**config.mk**
```make
export PLATFORM = sky130hd
export DESIGN_NAME = buck_pwm_control_protection
export DESIGN_NICKNAME = d
export VERILOG_FILES = /design/src/design/buck_ctrl_pkg.sv /design/src/design/pin_sync.sv /design/src/design/osc_divider.sv /design/src/design/buck_pwm_control_protection.sv
export SDC_FILE = /design/constraint.sdc
export NUM_CORES = 1
export LEC_CHECK = 0
export BUFFER_PORTS_ARGS = -buffer_cell sky130_fd_sc_hd__buf_2
export CORE_MARGIN = 2
export CORE_UTILIZATION = 40
export DETAILED_ROUTE_END_ITERATION = 12
export GPL_TIMING_DRIVEN = 1
export PLACE_DENSITY_LB_ADDON = 0.1
export SLEW_MARGIN = 5
export SYNTH_ARGS = -nofsm -noshare
export SYNTH_HDL_FRONTEND = slang
export SYNTH_HIERARCHICAL = 1
export SYNTH_SLANG_ARGS = --single-unit
```
**constraint.sdc**
```tcl
create_clock -name clk -period 2.9 [get_ports clk]
set_input_delay 0.145 -clock clk [delete_from_list [all_inputs] [get_ports clk]]
set_output_delay 0.145 -clock clk [all_outputs]
set_load 0.05 [all_outputs]
```
**src/design/buck_ctrl_pkg.sv**
```systemverilog
// Package with timing constants and state types for the buck PWM control core.
package buck_ctrl_pkg;

  // Clock rate in kHz and documented times.
  localparam int unsigned CLK_FREQ_KHZ      = 100000;
  localparam int unsigned MIN_ON_NS         = 180;
  localparam int unsigned OC_FILTER_NS      = 100;
  // Counts of cycles: least times round up.
  localparam int unsigned MIN_ON_CYCLES     = (MIN_ON_NS * (CLK_FREQ_KHZ / 1000) + 999) / 1000;
  localparam int unsigned OC_FILTER_CYCLES  = (OC_FILTER_NS * (CLK_FREQ_KHZ / 1000) + 999) / 1000;

  // Slow start and hiccup lengths in switching cycles.
  localparam int unsigned SS_SW_CYCLES      = 1150;
  localparam int unsigned HICCUP_SW_CYCLES  = 2250;

  // Width of the reference code handed to the analog side.
  localparam int unsigned REF_W             = 11;
  localparam logic [10:0] REF_RESET         = 11'h000;

  // Synchroniser depth for pin inputs.
  localparam int unsigned SYNC_STAGES       = 3;

  typedef enum logic [1:0] {
    PH_OFF,
    PH_WAIT_LOW_OFF,
    PH_HIGH_ON,
    PH_WAIT_HIGH_OFF
  } drive_state_t;

  typedef enum logic [1:0] {
    RUN_IDLE,
    RUN_SOFTSTART,
    RUN_REGULATE,
    RUN_HICCUP
  } run_state_t;

endpackage

```
**src/design/pin_sync.sv**
```systemverilog
// Three-stage synchroniser; output changes once stages one and two agree.
module pin_sync #(
  parameter logic RESET_VAL = 1'b0
) (
  // Clock and reset
  input  wire logic clk,
  input  wire logic rst_n,
  // Asynchronous input and clean level
  input  wire logic async_in,
  output logic      sync_out
);

  logic [2:0] stage_r;

  always_ff @(posedge clk) begin
    if (!rst_n) begin
      stage_r <= {3{RESET_VAL}};
    end else begin
      stage_r <= {stage_r[1:0], async_in};
    end
  end

  // Stage zero is read only by stage one.
  always_ff @(posedge clk) begin
    if (!rst_n) begin
      sync_out <= RESET_VAL;
    end else if (stage_r[1] == stage_r[2]) begin
      sync_out <= stage_r[2];
    end
  end

endmodule

```
**src/design/osc_divider.sv**
```systemverilog
// Divides the oscillator pulse train into switching periods and flags each one on sw_tick.
module osc_divider (
  // Clock and reset
  input  wire logic clk,
  input  wire logic rst_n,
  // Oscillator pulse, clean level
  input  wire logic osc_level,
  // Outputs
  output logic      osc_rise,
  output logic      osc_fall,
  output logic      sw_tick
);

  logic osc_d_r;
  logic half_r;

  always_ff @(posedge clk) begin
    if (!rst_n) begin
      osc_d_r <= 1'b0;
    end else begin
      osc_d_r <= osc_level;
    end
  end

  assign osc_rise = osc_level & ~osc_d_r;
  assign osc_fall = ~osc_level & osc_d_r;

  // Two oscillator periods make one switching period.
  always_ff @(posedge clk) begin
    if (!rst_n) begin
      half_r <= 1'b0;
    end else if (osc_rise) begin
      half_r <= ~half_r;
    end
  end

  assign sw_tick = osc_rise & half_r;

endmodule

```
**src/design/buck_pwm_control_protection.sv**
```systemverilog
// Digital control core of a synchronous buck switcher: PWM latch, dead time, protection.
// Operation
// - Oscillator pulse sets the PWM latch; ramp comparator clears it.
// - After latch clears, low side and pull-down stay on through oscillator pulse.
// - When the pulse ends, low side goes off, then high side turns on.
// - Comparator trip turns high side off and low side on until next pulse.
// - No trip: high side stays on until oscillator pulse forces it off.
// - Comparator stuck asserted: latch held clear, high side never on.
// - Each high-side interval lasts at least the minimum on time unless over-temperature or overcurrent cuts it short.
// - Slow start steps the reference from zero up to its final value.
// - High side waits until low-side gate sense shows gate below threshold.
// - Low side waits until high-side gate sense shows gate below threshold.
// - Over-temperature turns off both drives and halts the controller.
// - Restart after thermal hysteresis with a full slow-start ramp.
// - Overcurrent past filter time: pull run pin low, high side off, ramp reset.
// - Run pin held low for a fixed number of switching cycles.
// - After hiccup, release run pin and restart slow start.
// - Slow start reaches final value over a fixed count of switching cycles.
// - Run pin seen low stops switching and resets slow start.
// - Oscillator runs at twice the switching rate.
module buck_pwm_control_protection #(
  parameter int unsigned CLK_FREQ_KHZ     = buck_ctrl_pkg::CLK_FREQ_KHZ,
  parameter int unsigned SS_SW_CYCLES     = buck_ctrl_pkg::SS_SW_CYCLES,
  parameter int unsigned HICCUP_SW_CYCLES = buck_ctrl_pkg::HICCUP_SW_CYCLES
) (
  // Clock and reset
  input  wire logic        clk,
  input  wire logic        rst_n,
  // Oscillator pulse and ramp comparator
  input  wire logic        osc_pulse,
  input  wire logic        ramp_cmp,
  // Gate-level sense, high while that gate is above the interlock threshold
  input  wire logic        high_gate_sense,
  input  wire logic        low_gate_sense,
  // Protection comparators
  input  wire logic        over_temp,
  input  wire logic        over_current,
  // Run request pin, open drain
  input  wire logic        run_request_pin_in,
  output logic             run_request_pin_out,
  output logic             run_request_pin_oe,
  // Gate drives
  output logic             high_side_drive,
  output logic             low_side_gate_drive,
  output logic             pulldown_drive,
  // Reference code and status
  output logic [10:0]      ref_code,
  output logic             soft_start_active,
  output logic             fault_active
);

  localparam int unsigned MIN_ON_CYC =
    (buck_ctrl_pkg::MIN_ON_NS * (CLK_FREQ_KHZ / 1000) + 999) / 1000;
  localparam int unsigned OC_CYC =
    (buck_ctrl_pkg::OC_FILTER_NS * (CLK_FREQ_KHZ / 1000) + 999) / 1000;
  localparam int unsigned MIN_ON_N = (MIN_ON_CYC < 1) ? 1 : MIN_ON_CYC;
  localparam int unsigned OC_N     = (OC_CYC < 1) ? 1 : OC_CYC;

  // Synchronise analog inputs
  // Gate senses and over-temperature reset high, so no drive starts before the inputs settle.
  logic osc_s;
  logic cmp_s;
  logic hgs_s;
  logic lgs_s;
  logic ot_s;
  logic oc_s;
  logic run_s;

  pin_sync #(.RESET_VAL(1'b0)) u_sync_osc (.clk(clk), .rst_n(rst_n),
    .async_in(osc_pulse), .sync_out(osc_s));
  pin_sync #(.RESET_VAL(1'b0)) u_sync_cmp (.clk(clk), .rst_n(rst_n),
    .async_in(ramp_cmp), .sync_out(cmp_s));
  pin_sync #(.RESET_VAL(1'b1)) u_sync_hgs (.clk(clk), .rst_n(rst_n),
    .async_in(high_gate_sense), .sync_out(hgs_s));
  pin_sync #(.RESET_VAL(1'b1)) u_sync_lgs (.clk(clk), .rst_n(rst_n),
    .async_in(low_gate_sense), .sync_out(lgs_s));
  pin_sync #(.RESET_VAL(1'b1)) u_sync_ot (.clk(clk), .rst_n(rst_n),
    .async_in(over_temp), .sync_out(ot_s));
  pin_sync #(.RESET_VAL(1'b0)) u_sync_oc (.clk(clk), .rst_n(rst_n),
    .async_in(over_current), .sync_out(oc_s));
  pin_sync #(.RESET_VAL(1'b0)) u_sync_run (.clk(clk), .rst_n(rst_n),
    .async_in(run_request_pin_in), .sync_out(run_s));

  logic osc_rise;
  logic osc_fall;
  logic sw_tick;

  osc_divider u_div (
    .clk       (clk),
    .rst_n     (rst_n),
    .osc_level (osc_s),
    .osc_rise  (osc_rise),
    .osc_fall  (osc_fall),
    .sw_tick   (sw_tick)
  );

  buck_ctrl_pkg::run_state_t   run_r;
  buck_ctrl_pkg::drive_state_t drv_r;
  logic        latch_r;
  logic [15:0] min_on_cnt_r;
  logic [7:0]  oc_cnt_r;
  logic [15:0] sw_cnt_r;
  logic        oc_trip;
  logic        halt;

  // Thermal halt
  // The halt is level driven; the temperature comparator supplies the hysteresis.
  assign halt = ot_s;

  assign oc_trip = oc_s && (oc_cnt_r >= 8'(OC_N));

  always_ff @(posedge clk) begin
    if (!rst_n) begin
      oc_cnt_r <= 8'h00;
    end else if (!oc_s || high_side_drive == 1'b0) begin
      oc_cnt_r <= 8'h00;
    end else if (oc_cnt_r != 8'hff) begin
      oc_cnt_r <= oc_cnt_r + 8'h01;
    end
  end

  // Run sequencing: soft start, regulation, hiccup.
  always_ff @(posedge clk) begin
    if (!rst_n) begin
      run_r    <= buck_ctrl_pkg::RUN_IDLE;
      sw_cnt_r <= 16'h0000;
    end else if (halt) begin
      run_r    <= buck_ctrl_pkg::RUN_IDLE;
      sw_cnt_r <= 16'h0000;
    end else begin
      case (run_r)
        buck_ctrl_pkg::RUN_IDLE: begin
          sw_cnt_r <= 16'h0000;
          if (run_s) begin
            run_r <= buck_ctrl_pkg::RUN_SOFTSTART;
          end
        end
        buck_ctrl_pkg::RUN_SOFTSTART, buck_ctrl_pkg::RUN_REGULATE: begin
          if (oc_trip) begin
            run_r    <= buck_ctrl_pkg::RUN_HICCUP;
            sw_cnt_r <= 16'h0000;
          end else if (!run_s) begin
            run_r    <= buck_ctrl_pkg::RUN_IDLE;
            sw_cnt_r <= 16'h0000;
          end else if (run_r == buck_ctrl_pkg::RUN_SOFTSTART && sw_tick) begin
            if (sw_cnt_r >= 16'(SS_SW_CYCLES - 1)) begin
              run_r <= buck_ctrl_pkg::RUN_REGULATE;
            end
            sw_cnt_r <= sw_cnt_r + 16'h0001;
          end
        end
        buck_ctrl_pkg::RUN_HICCUP: begin
          if (sw_tick) begin
            if (sw_cnt_r >= 16'(HICCUP_SW_CYCLES - 1)) begin
              run_r    <= buck_ctrl_pkg::RUN_IDLE;
              sw_cnt_r <= 16'h0000;
            end else begin
              sw_cnt_r <= sw_cnt_r + 16'h0001;
            end
          end
        end
        default: run_r <= buck_ctrl_pkg::RUN_IDLE;
      endcase
    end
  end

  always_ff @(posedge clk) begin
    if (!rst_n) begin
      run_request_pin_out <= 1'b0;
      run_request_pin_oe  <= 1'b0;
    end else begin
      run_request_pin_out <= 1'b0;
      run_request_pin_oe  <= (run_r == buck_ctrl_pkg::RUN_HICCUP) && !halt;
    end
  end

  always_ff @(posedge clk) begin
    if (!rst_n) begin
      ref_code <= buck_ctrl_pkg::REF_RESET;
    end else if (run_r == buck_ctrl_pkg::RUN_SOFTSTART) begin
      ref_code <= 11'(sw_cnt_r);
    end else if (run_r == buck_ctrl_pkg::RUN_REGULATE) begin
      ref_code <= 11'(SS_SW_CYCLES);
    end else begin
      ref_code <= buck_ctrl_pkg::REF_RESET;
    end
  end

  logic running;
  assign running = !halt && run_s &&
    (run_r == buck_ctrl_pkg::RUN_SOFTSTART || run_r == buck_ctrl_pkg::RUN_REGULATE);

  always_ff @(posedge clk) begin
    if (!rst_n) begin
      latch_r <= 1'b0;
    end else if (!running || oc_trip) begin
      latch_r <= 1'b0;
    end else if (osc_rise && !cmp_s) begin
      latch_r <= 1'b1;
    end else if (osc_rise) begin
      latch_r <= 1'b0;
    end else if (cmp_s && latch_r && drv_r == buck_ctrl_pkg::PH_HIGH_ON
                 && min_on_cnt_r >= 16'(MIN_ON_N)) begin
      latch_r <= 1'b0;
    end
  end

  logic want_high;
  assign want_high = latch_r && !osc_s;

  // Gate sequencing with adaptive dead time.
  always_ff @(posedge clk) begin
    if (!rst_n) begin
      drv_r        <= buck_ctrl_pkg::PH_OFF;
      min_on_cnt_r <= 16'h0000;
    end else begin
      case (drv_r)
        buck_ctrl_pkg::PH_OFF: begin
          min_on_cnt_r <= 16'h0000;
          if (want_high && !oc_trip) begin
            drv_r <= buck_ctrl_pkg::PH_WAIT_LOW_OFF;
          end
        end
        buck_ctrl_pkg::PH_WAIT_LOW_OFF: begin
          if (!want_high || oc_trip) begin
            drv_r <= buck_ctrl_pkg::PH_OFF;
          end else if (!lgs_s) begin
            drv_r <= buck_ctrl_pkg::PH_HIGH_ON;
          end
        end
        buck_ctrl_pkg::PH_HIGH_ON: begin
          if (min_on_cnt_r != 16'hffff) begin
            min_on_cnt_r <= min_on_cnt_r + 16'h0001;
          end
          if (halt || oc_trip || (osc_rise && min_on_cnt_r >= 16'(MIN_ON_N)) ||
              (!latch_r && min_on_cnt_r >= 16'(MIN_ON_N))) begin
            drv_r <= buck_ctrl_pkg::PH_WAIT_HIGH_OFF;
          end
        end
        buck_ctrl_pkg::PH_WAIT_HIGH_OFF: begin
          min_on_cnt_r <= 16'h0000;
          if (!hgs_s) begin
            drv_r <= buck_ctrl_pkg::PH_OFF;
          end
        end
        default: drv_r <= buck_ctrl_pkg::PH_OFF;
      endcase
    end
  end

  // Drive outputs come straight from flops; low side is on only while running in PH_OFF, with the high gate below threshold and no high request.
  always_ff @(posedge clk) begin
    if (!rst_n) begin
      high_side_drive     <= 1'b0;
      low_side_gate_drive <= 1'b0;
      pulldown_drive      <= 1'b0;
    end else begin
      // High side on in PH_HIGH_ON; low side and pull-down on in PH_OFF
      // The two normal exits of the on state both wait for the minimum count; halt and oc_trip cut the pulse short.
      high_side_drive     <= !halt && !oc_trip
                             && drv_r == buck_ctrl_pkg::PH_HIGH_ON;
      low_side_gate_drive <= !halt && running && drv_r == buck_ctrl_pkg::PH_OFF
                             && !hgs_s && !want_high;
      pulldown_drive      <= !halt && running && drv_r == buck_ctrl_pkg::PH_OFF
                             && !want_high;
    end
  end

  always_ff @(posedge clk) begin
    if (!rst_n) begin
      soft_start_active <= 1'b0;
      fault_active      <= 1'b0;
    end else begin
      soft_start_active <= run_r == buck_ctrl_pkg::RUN_SOFTSTART;
      fault_active      <= halt || run_r == buck_ctrl_pkg::RUN_HICCUP;
    end
  end

endmodule

```
# Yosys cells after proc, flatten, opt, wreduce, memory -nomap -nowiden
# Cells that the tools add are included.
[word_totals]
register_bits = 92
input_bits = 9
out_inout_bits = 18
word_cells = 144
[classes]
n_addsub = 3
n_lt_le_gt_ge = 4
n_eq_ne = 25
muxes = 27
bitwise = 6
reduce_logical = 50
[ops]
columns = ["op", "n"]
rows = [
  ["$mux 16", 6],
  ["$pmux 16 s3", 1],
  ["$add 16x1->16 const B", 2],
  ["$pmux 16 s2", 1],
  ["$mux 2", 12],
  ["$mux 11", 2],
  ["$logic_and 1x1->1", 20],
  ["$ge 16x11->1 const B", 1],
  ["$ge 16x12->1 const B", 1],
  ["$ge 16x5->1 const B", 1],
  ["$ne 16x16->1 const B", 1],
  ["$ne 2x2->1 const B", 6],
  ["$reduce_or 2->1", 5],
  ["$logic_not 1->1", 9],
  ["$add 8x1->8 const B", 1],
  ["$eq 2x2->1 const B", 4],
  ["$ge 8x4->1 const B", 1],
  ["$logic_or 1x1->1", 8],
  ["$ne 4x4->1 const B", 2],
  ["$ne 8x8->1 const B", 1],
  ["$pmux 2 s4", 1],
  ["$eq 1x1->1", 7],
  ["$pmux 2 s3", 1],
  ["$reduce_and 5->1", 1],
  ["other kinds (11)", 20],
]

# Logic depth before layout (Yosys ltp)
[depth]
depth_word = 8
ltp_mapped = 8
mapped_depth_nobuf = 7

# Hierarchy
# Netlist, hierarchy kept.
[by_module_without_submodules]
columns = ["mod", "instances", "cells_per_inst", "area_per_inst_um2", "seq_area_each_um2"]
rows = [
  ["buck_pwm_control_protection", 1, 366, 3240.6, 1241.2],
  ["pin_sync at u_sync_cmp ...", 4, 10, 116.4, 80.1],
  ["pin_sync at u_sync_hgs ...", 3, 10, 112.6, 80.1],
  ["osc_divider", 1, 9, 93.8, 40.0],
]

# Worst setup path after synthesis
# OpenSTA, ideal clock, no wires.
[synth_timing]
path_type = "reg-to-reg"
startpoint = "reg run_r[1]"
endpoint = "reg sw_cnt_r[15]"
setup_time_ns = 0.079
arrival_time_ns = 1.849
t_required_ns = 2.821
slack_ns = 0.972
path_stages_with_launch = 8
path_buffers = 0
synth_period_minus_slack_ns = 1.928
path_cell_list = "dfxtp_1 -> inv_1 -> ha_1 -> nor2b_1 -> o2111ai_2 -> nand2_4 -> or4_4 -> a211oi_2"
[synth_via]
elab_chain_cells = 4
word_cells_on_any_way = 10
classes_between = "eq/ne: 5; mux: 1; reduce/logical: 4"
[synth_lines]
columns = ["element", "line_no", "rtl"]
rows = [
  ["start: declaration", "buck_pwm_control_protection.sv:97", "buck_ctrl_pkg::run_state_t run_r;"],
  ["start signal: assignment", "buck_pwm_control_protection.sv:125", "run_r <= buck_ctrl_pkg::RUN_IDLE;"],
  ["start signal: assignment", "buck_pwm_control_protection.sv:128", "run_r <= buck_ctrl_pkg::RUN_IDLE;"],
  ["start signal: assignment", "buck_pwm_control_protection.sv:135", "run_r <= buck_ctrl_pkg::RUN_SOFTSTART;"],
  ["$eq 2x2->1 or $eq 2x1->1 (tied branches)", "buck_pwm_control_protection.sv:131, buck_pwm_control_protection.sv:145", ""],
  ["$reduce_or 2->1 or $logic_and 1x1->1 (tied branches)", "buck_pwm_control_protection.sv:131, buck_pwm_control_protection.sv:145", ""],
  ["$ne 4x4->1 (no line)", "--", ""],
  ["$reduce_and 2->1 (no line)", "--", ""],
  ["end signal: assignment", "buck_pwm_control_protection.sv:149", "sw_cnt_r <= sw_cnt_r + 16'h0001;"],
  ["end signal: assignment", "buck_pwm_control_protection.sv:158", "sw_cnt_r <= sw_cnt_r + 16'h0001;"],
  ["end: declaration", "buck_pwm_control_protection.sv:102", "logic [15:0] sw_cnt_r;"],
]
# Parallel ways exist; a longest one is shown, timed or not.
# A chain may end at the register's enable or synchronous reset.

# Worst setup path in the final report
[layout_timing]
startpoint = "reg run_r[1]"
endpoint = "reg sw_cnt_r[6]"
# The elaborated chain is that of the path after synthesis.

==> impl_metrics.yaml <==
sta:
  fin_crit_sh_pct: 78.7
  slew_headroom_pct: 52.9
  timing.final.crit_period_ns: 2.28
  fmax_ghz: 0.438
  worst_slew_pin_slew_ns: 0.705
  fin_ws_ns: 0.617
  skew_ns: 0.00695
  slew_violations: 0
  finalSetupViolations: 0
  hold_viol: 0
  finalSetupTns_ns: 0
  rsz0062_at_grt: "no"
clock_tree:
  cts_buffer_depth: 2
  insertion_delay_ns: 0.36
  cts-root-buf: "clkbuf_8"
  tritoncts: "built"
  clkTransAtPathRegs_ns: 0.09
  clock_sinks: 92
  htreeDepth: 3
  numCtsBuffers: 9
  post_cts_buffers: 0
global_routing:
  antenna_found_initial: 0
  grt_pass1_wl_microns: 14200
  overflow: 0
  grt_max_degree: 33
  grt_use_total_pct: 15.8
  grt_pass1_vias: 2999
worst_hold_path:
  hp-class: "in2reg"
  min_path_cells: 2
  worstHoldEndpoint: "u_sync_ot/sync_out"
  min-delay-start: "rst_n"
route:
  vias: 3237
  drt-initial-drc-count: 164
  drc: 0
  route.detailed.wl_per_inst_microns: 13.4
  first_pass_iters: 4
  wl_microns: 8290
  postRouteAntennaNets: 0
  viasPerCell: 5.23
place:
  place_hpwl_microns: 5850
  globalplace.congestion: 0.793
  pre_cts_slack_ns: 0.618
  io_buffers: 25
  dp.cells: 596
status:
  run_status: "finished clean"
flow_run:
  maxCapViolations: 0
finish:
  mostFrequentLayoutCells: "92 x dfxtp_1, 33 x nand2_1, 31 x nor2_1"
  fin_cells: 619
  utilization_pct: 45.6
  nFillCells: 1028
  area_growth_pct: 12.5
  drive_gt1_share_pct: 14.1
  nNetsFinal: 502
  layout_commonest_cell: "dfxtp_1"
  n_antenna_cell: 0
setup_path:
  endpoint_kind: "register"
  regToRegSetupSlack_ns: 0.62
  cpPeakStageDelay_ns: 0.38
  path_cells: "inv_1 > ha_1 > nor2b_1 > o2111ai_2 > buf_4 > nand3_1 > or3_1 > a211oi_1"
  r2r_cells: 8
  r2r-end: "sw_cnt_r[6]"
  rr_startpoint: "run_r[1]"
  worst_path_max_delay_cell: "dfxtp_1"
  required_ns: 3.17
  cp.arrival_ns: 2.55
  crit_fanout: 15
  start_kind: "register"
  worstSetupPathType: "reg2reg"
floorplan:
  chipHeight_microns: 106
  rows: 37
  io_pins: 27
  coreArea_sq_mm: 0.0102
  chipWidth_microns: 106
  fp.dieArea_sq_mm: 0.0112
  start_util_pct: 40.6
synth:
  yosysWarnings: 6
  netlist_instances: 444
  syn-cell-area_sq_mm: 0.00413
  synth.net_count: 468
  avgSynthCellArea_sq_um: 9.30
power_and_ir_drop:
  p_leak_nw: 1.66
  power_mw: 2.21
  p_per_area_mw_per_mm2: 475
  peakVddDrop_mv: 0.297
-- where the power goes --
part | switching, mW | internal (mW)
logic | 0.0367 | 0.0289
clock network | 0.452 | 0.404
registers | 0.00711 | 1.28
total | 0.496 | 1.71
-- routing by layer --
metal / global-route usage (%) / wire, microns / up-vias
met5: 0 / 0 / -
met4: 7.24 / 143 / 0
met3: 3.28 / 283 / 10
met2: 25.3 / 3930 / 48
met1: 20.4 / 3940 / 1527
li1: - / - / 1652
-- how the worst max path moves through the flow --
stage | startpoint | to | depth (start not counted)
5_1_grt | run_r[1] | sw_cnt_r[6] | 8
2_1_floorplan | run_r[1] | sw_cnt_r[15] | 7
3_5_place_dp | run_r[1] | sw_cnt_r[6] | 8
4_1_cts | run_r[1] | sw_cnt_r[6] | 8
3_3_place_gp | run_r[1] | sw_cnt_r[6] | 8
6_report | run_r[1] | sw_cnt_r[6] | 8
-- repair_timing --
item	in CTS	in global routing
hold buffers	7	0
resized for setup	0	0
hold endpoints to repair	7	0
-- final cells by class --
cell class / count / area, sq um / area share, %
clock buffers: 11 / 131 / 2.83
clock inverters: 5 / 60.1 / 1.29
inverters: 18 / 67.6 / 1.45
multi-input cells: 321 / 2150 / 46.3
flip-flops and latches: 92 / 1840 / 39.6
well taps: 136 / 170 / 3.66
repair buffers: 36 / 225 / 4.85
-- critical path, delay by kind of cell (launching register included) --
family	cells	cell delay, ns
flops	1	0.38
simple gates	3	0.69
buf+inv	2	0.30
compound gates	2	0.49
fa+ha+maj	1	0.33
-- per-stage QoR --
step | hold WS, ns | instance area (sq um)
6_report | 0.0792 | 4650
5_1_grt | 0.0580 | 4650
4_1_cts | 0.0555 | 4650
3_5_place_dp | 0.330 | 4390
3_3_place_gp | 0.327 | 4390
2_1_floorplan | 0.218 | 4130
-- sequential cells by signal (all words and copies together) (netlist names), 8 cells and up, named ones only --
register / count
oc_cnt_r: 8
ref_code: 11
min_on_cnt_r: 16
sw_cnt_r: 16
Note: power is estimated with default switching activity, not from simulation.
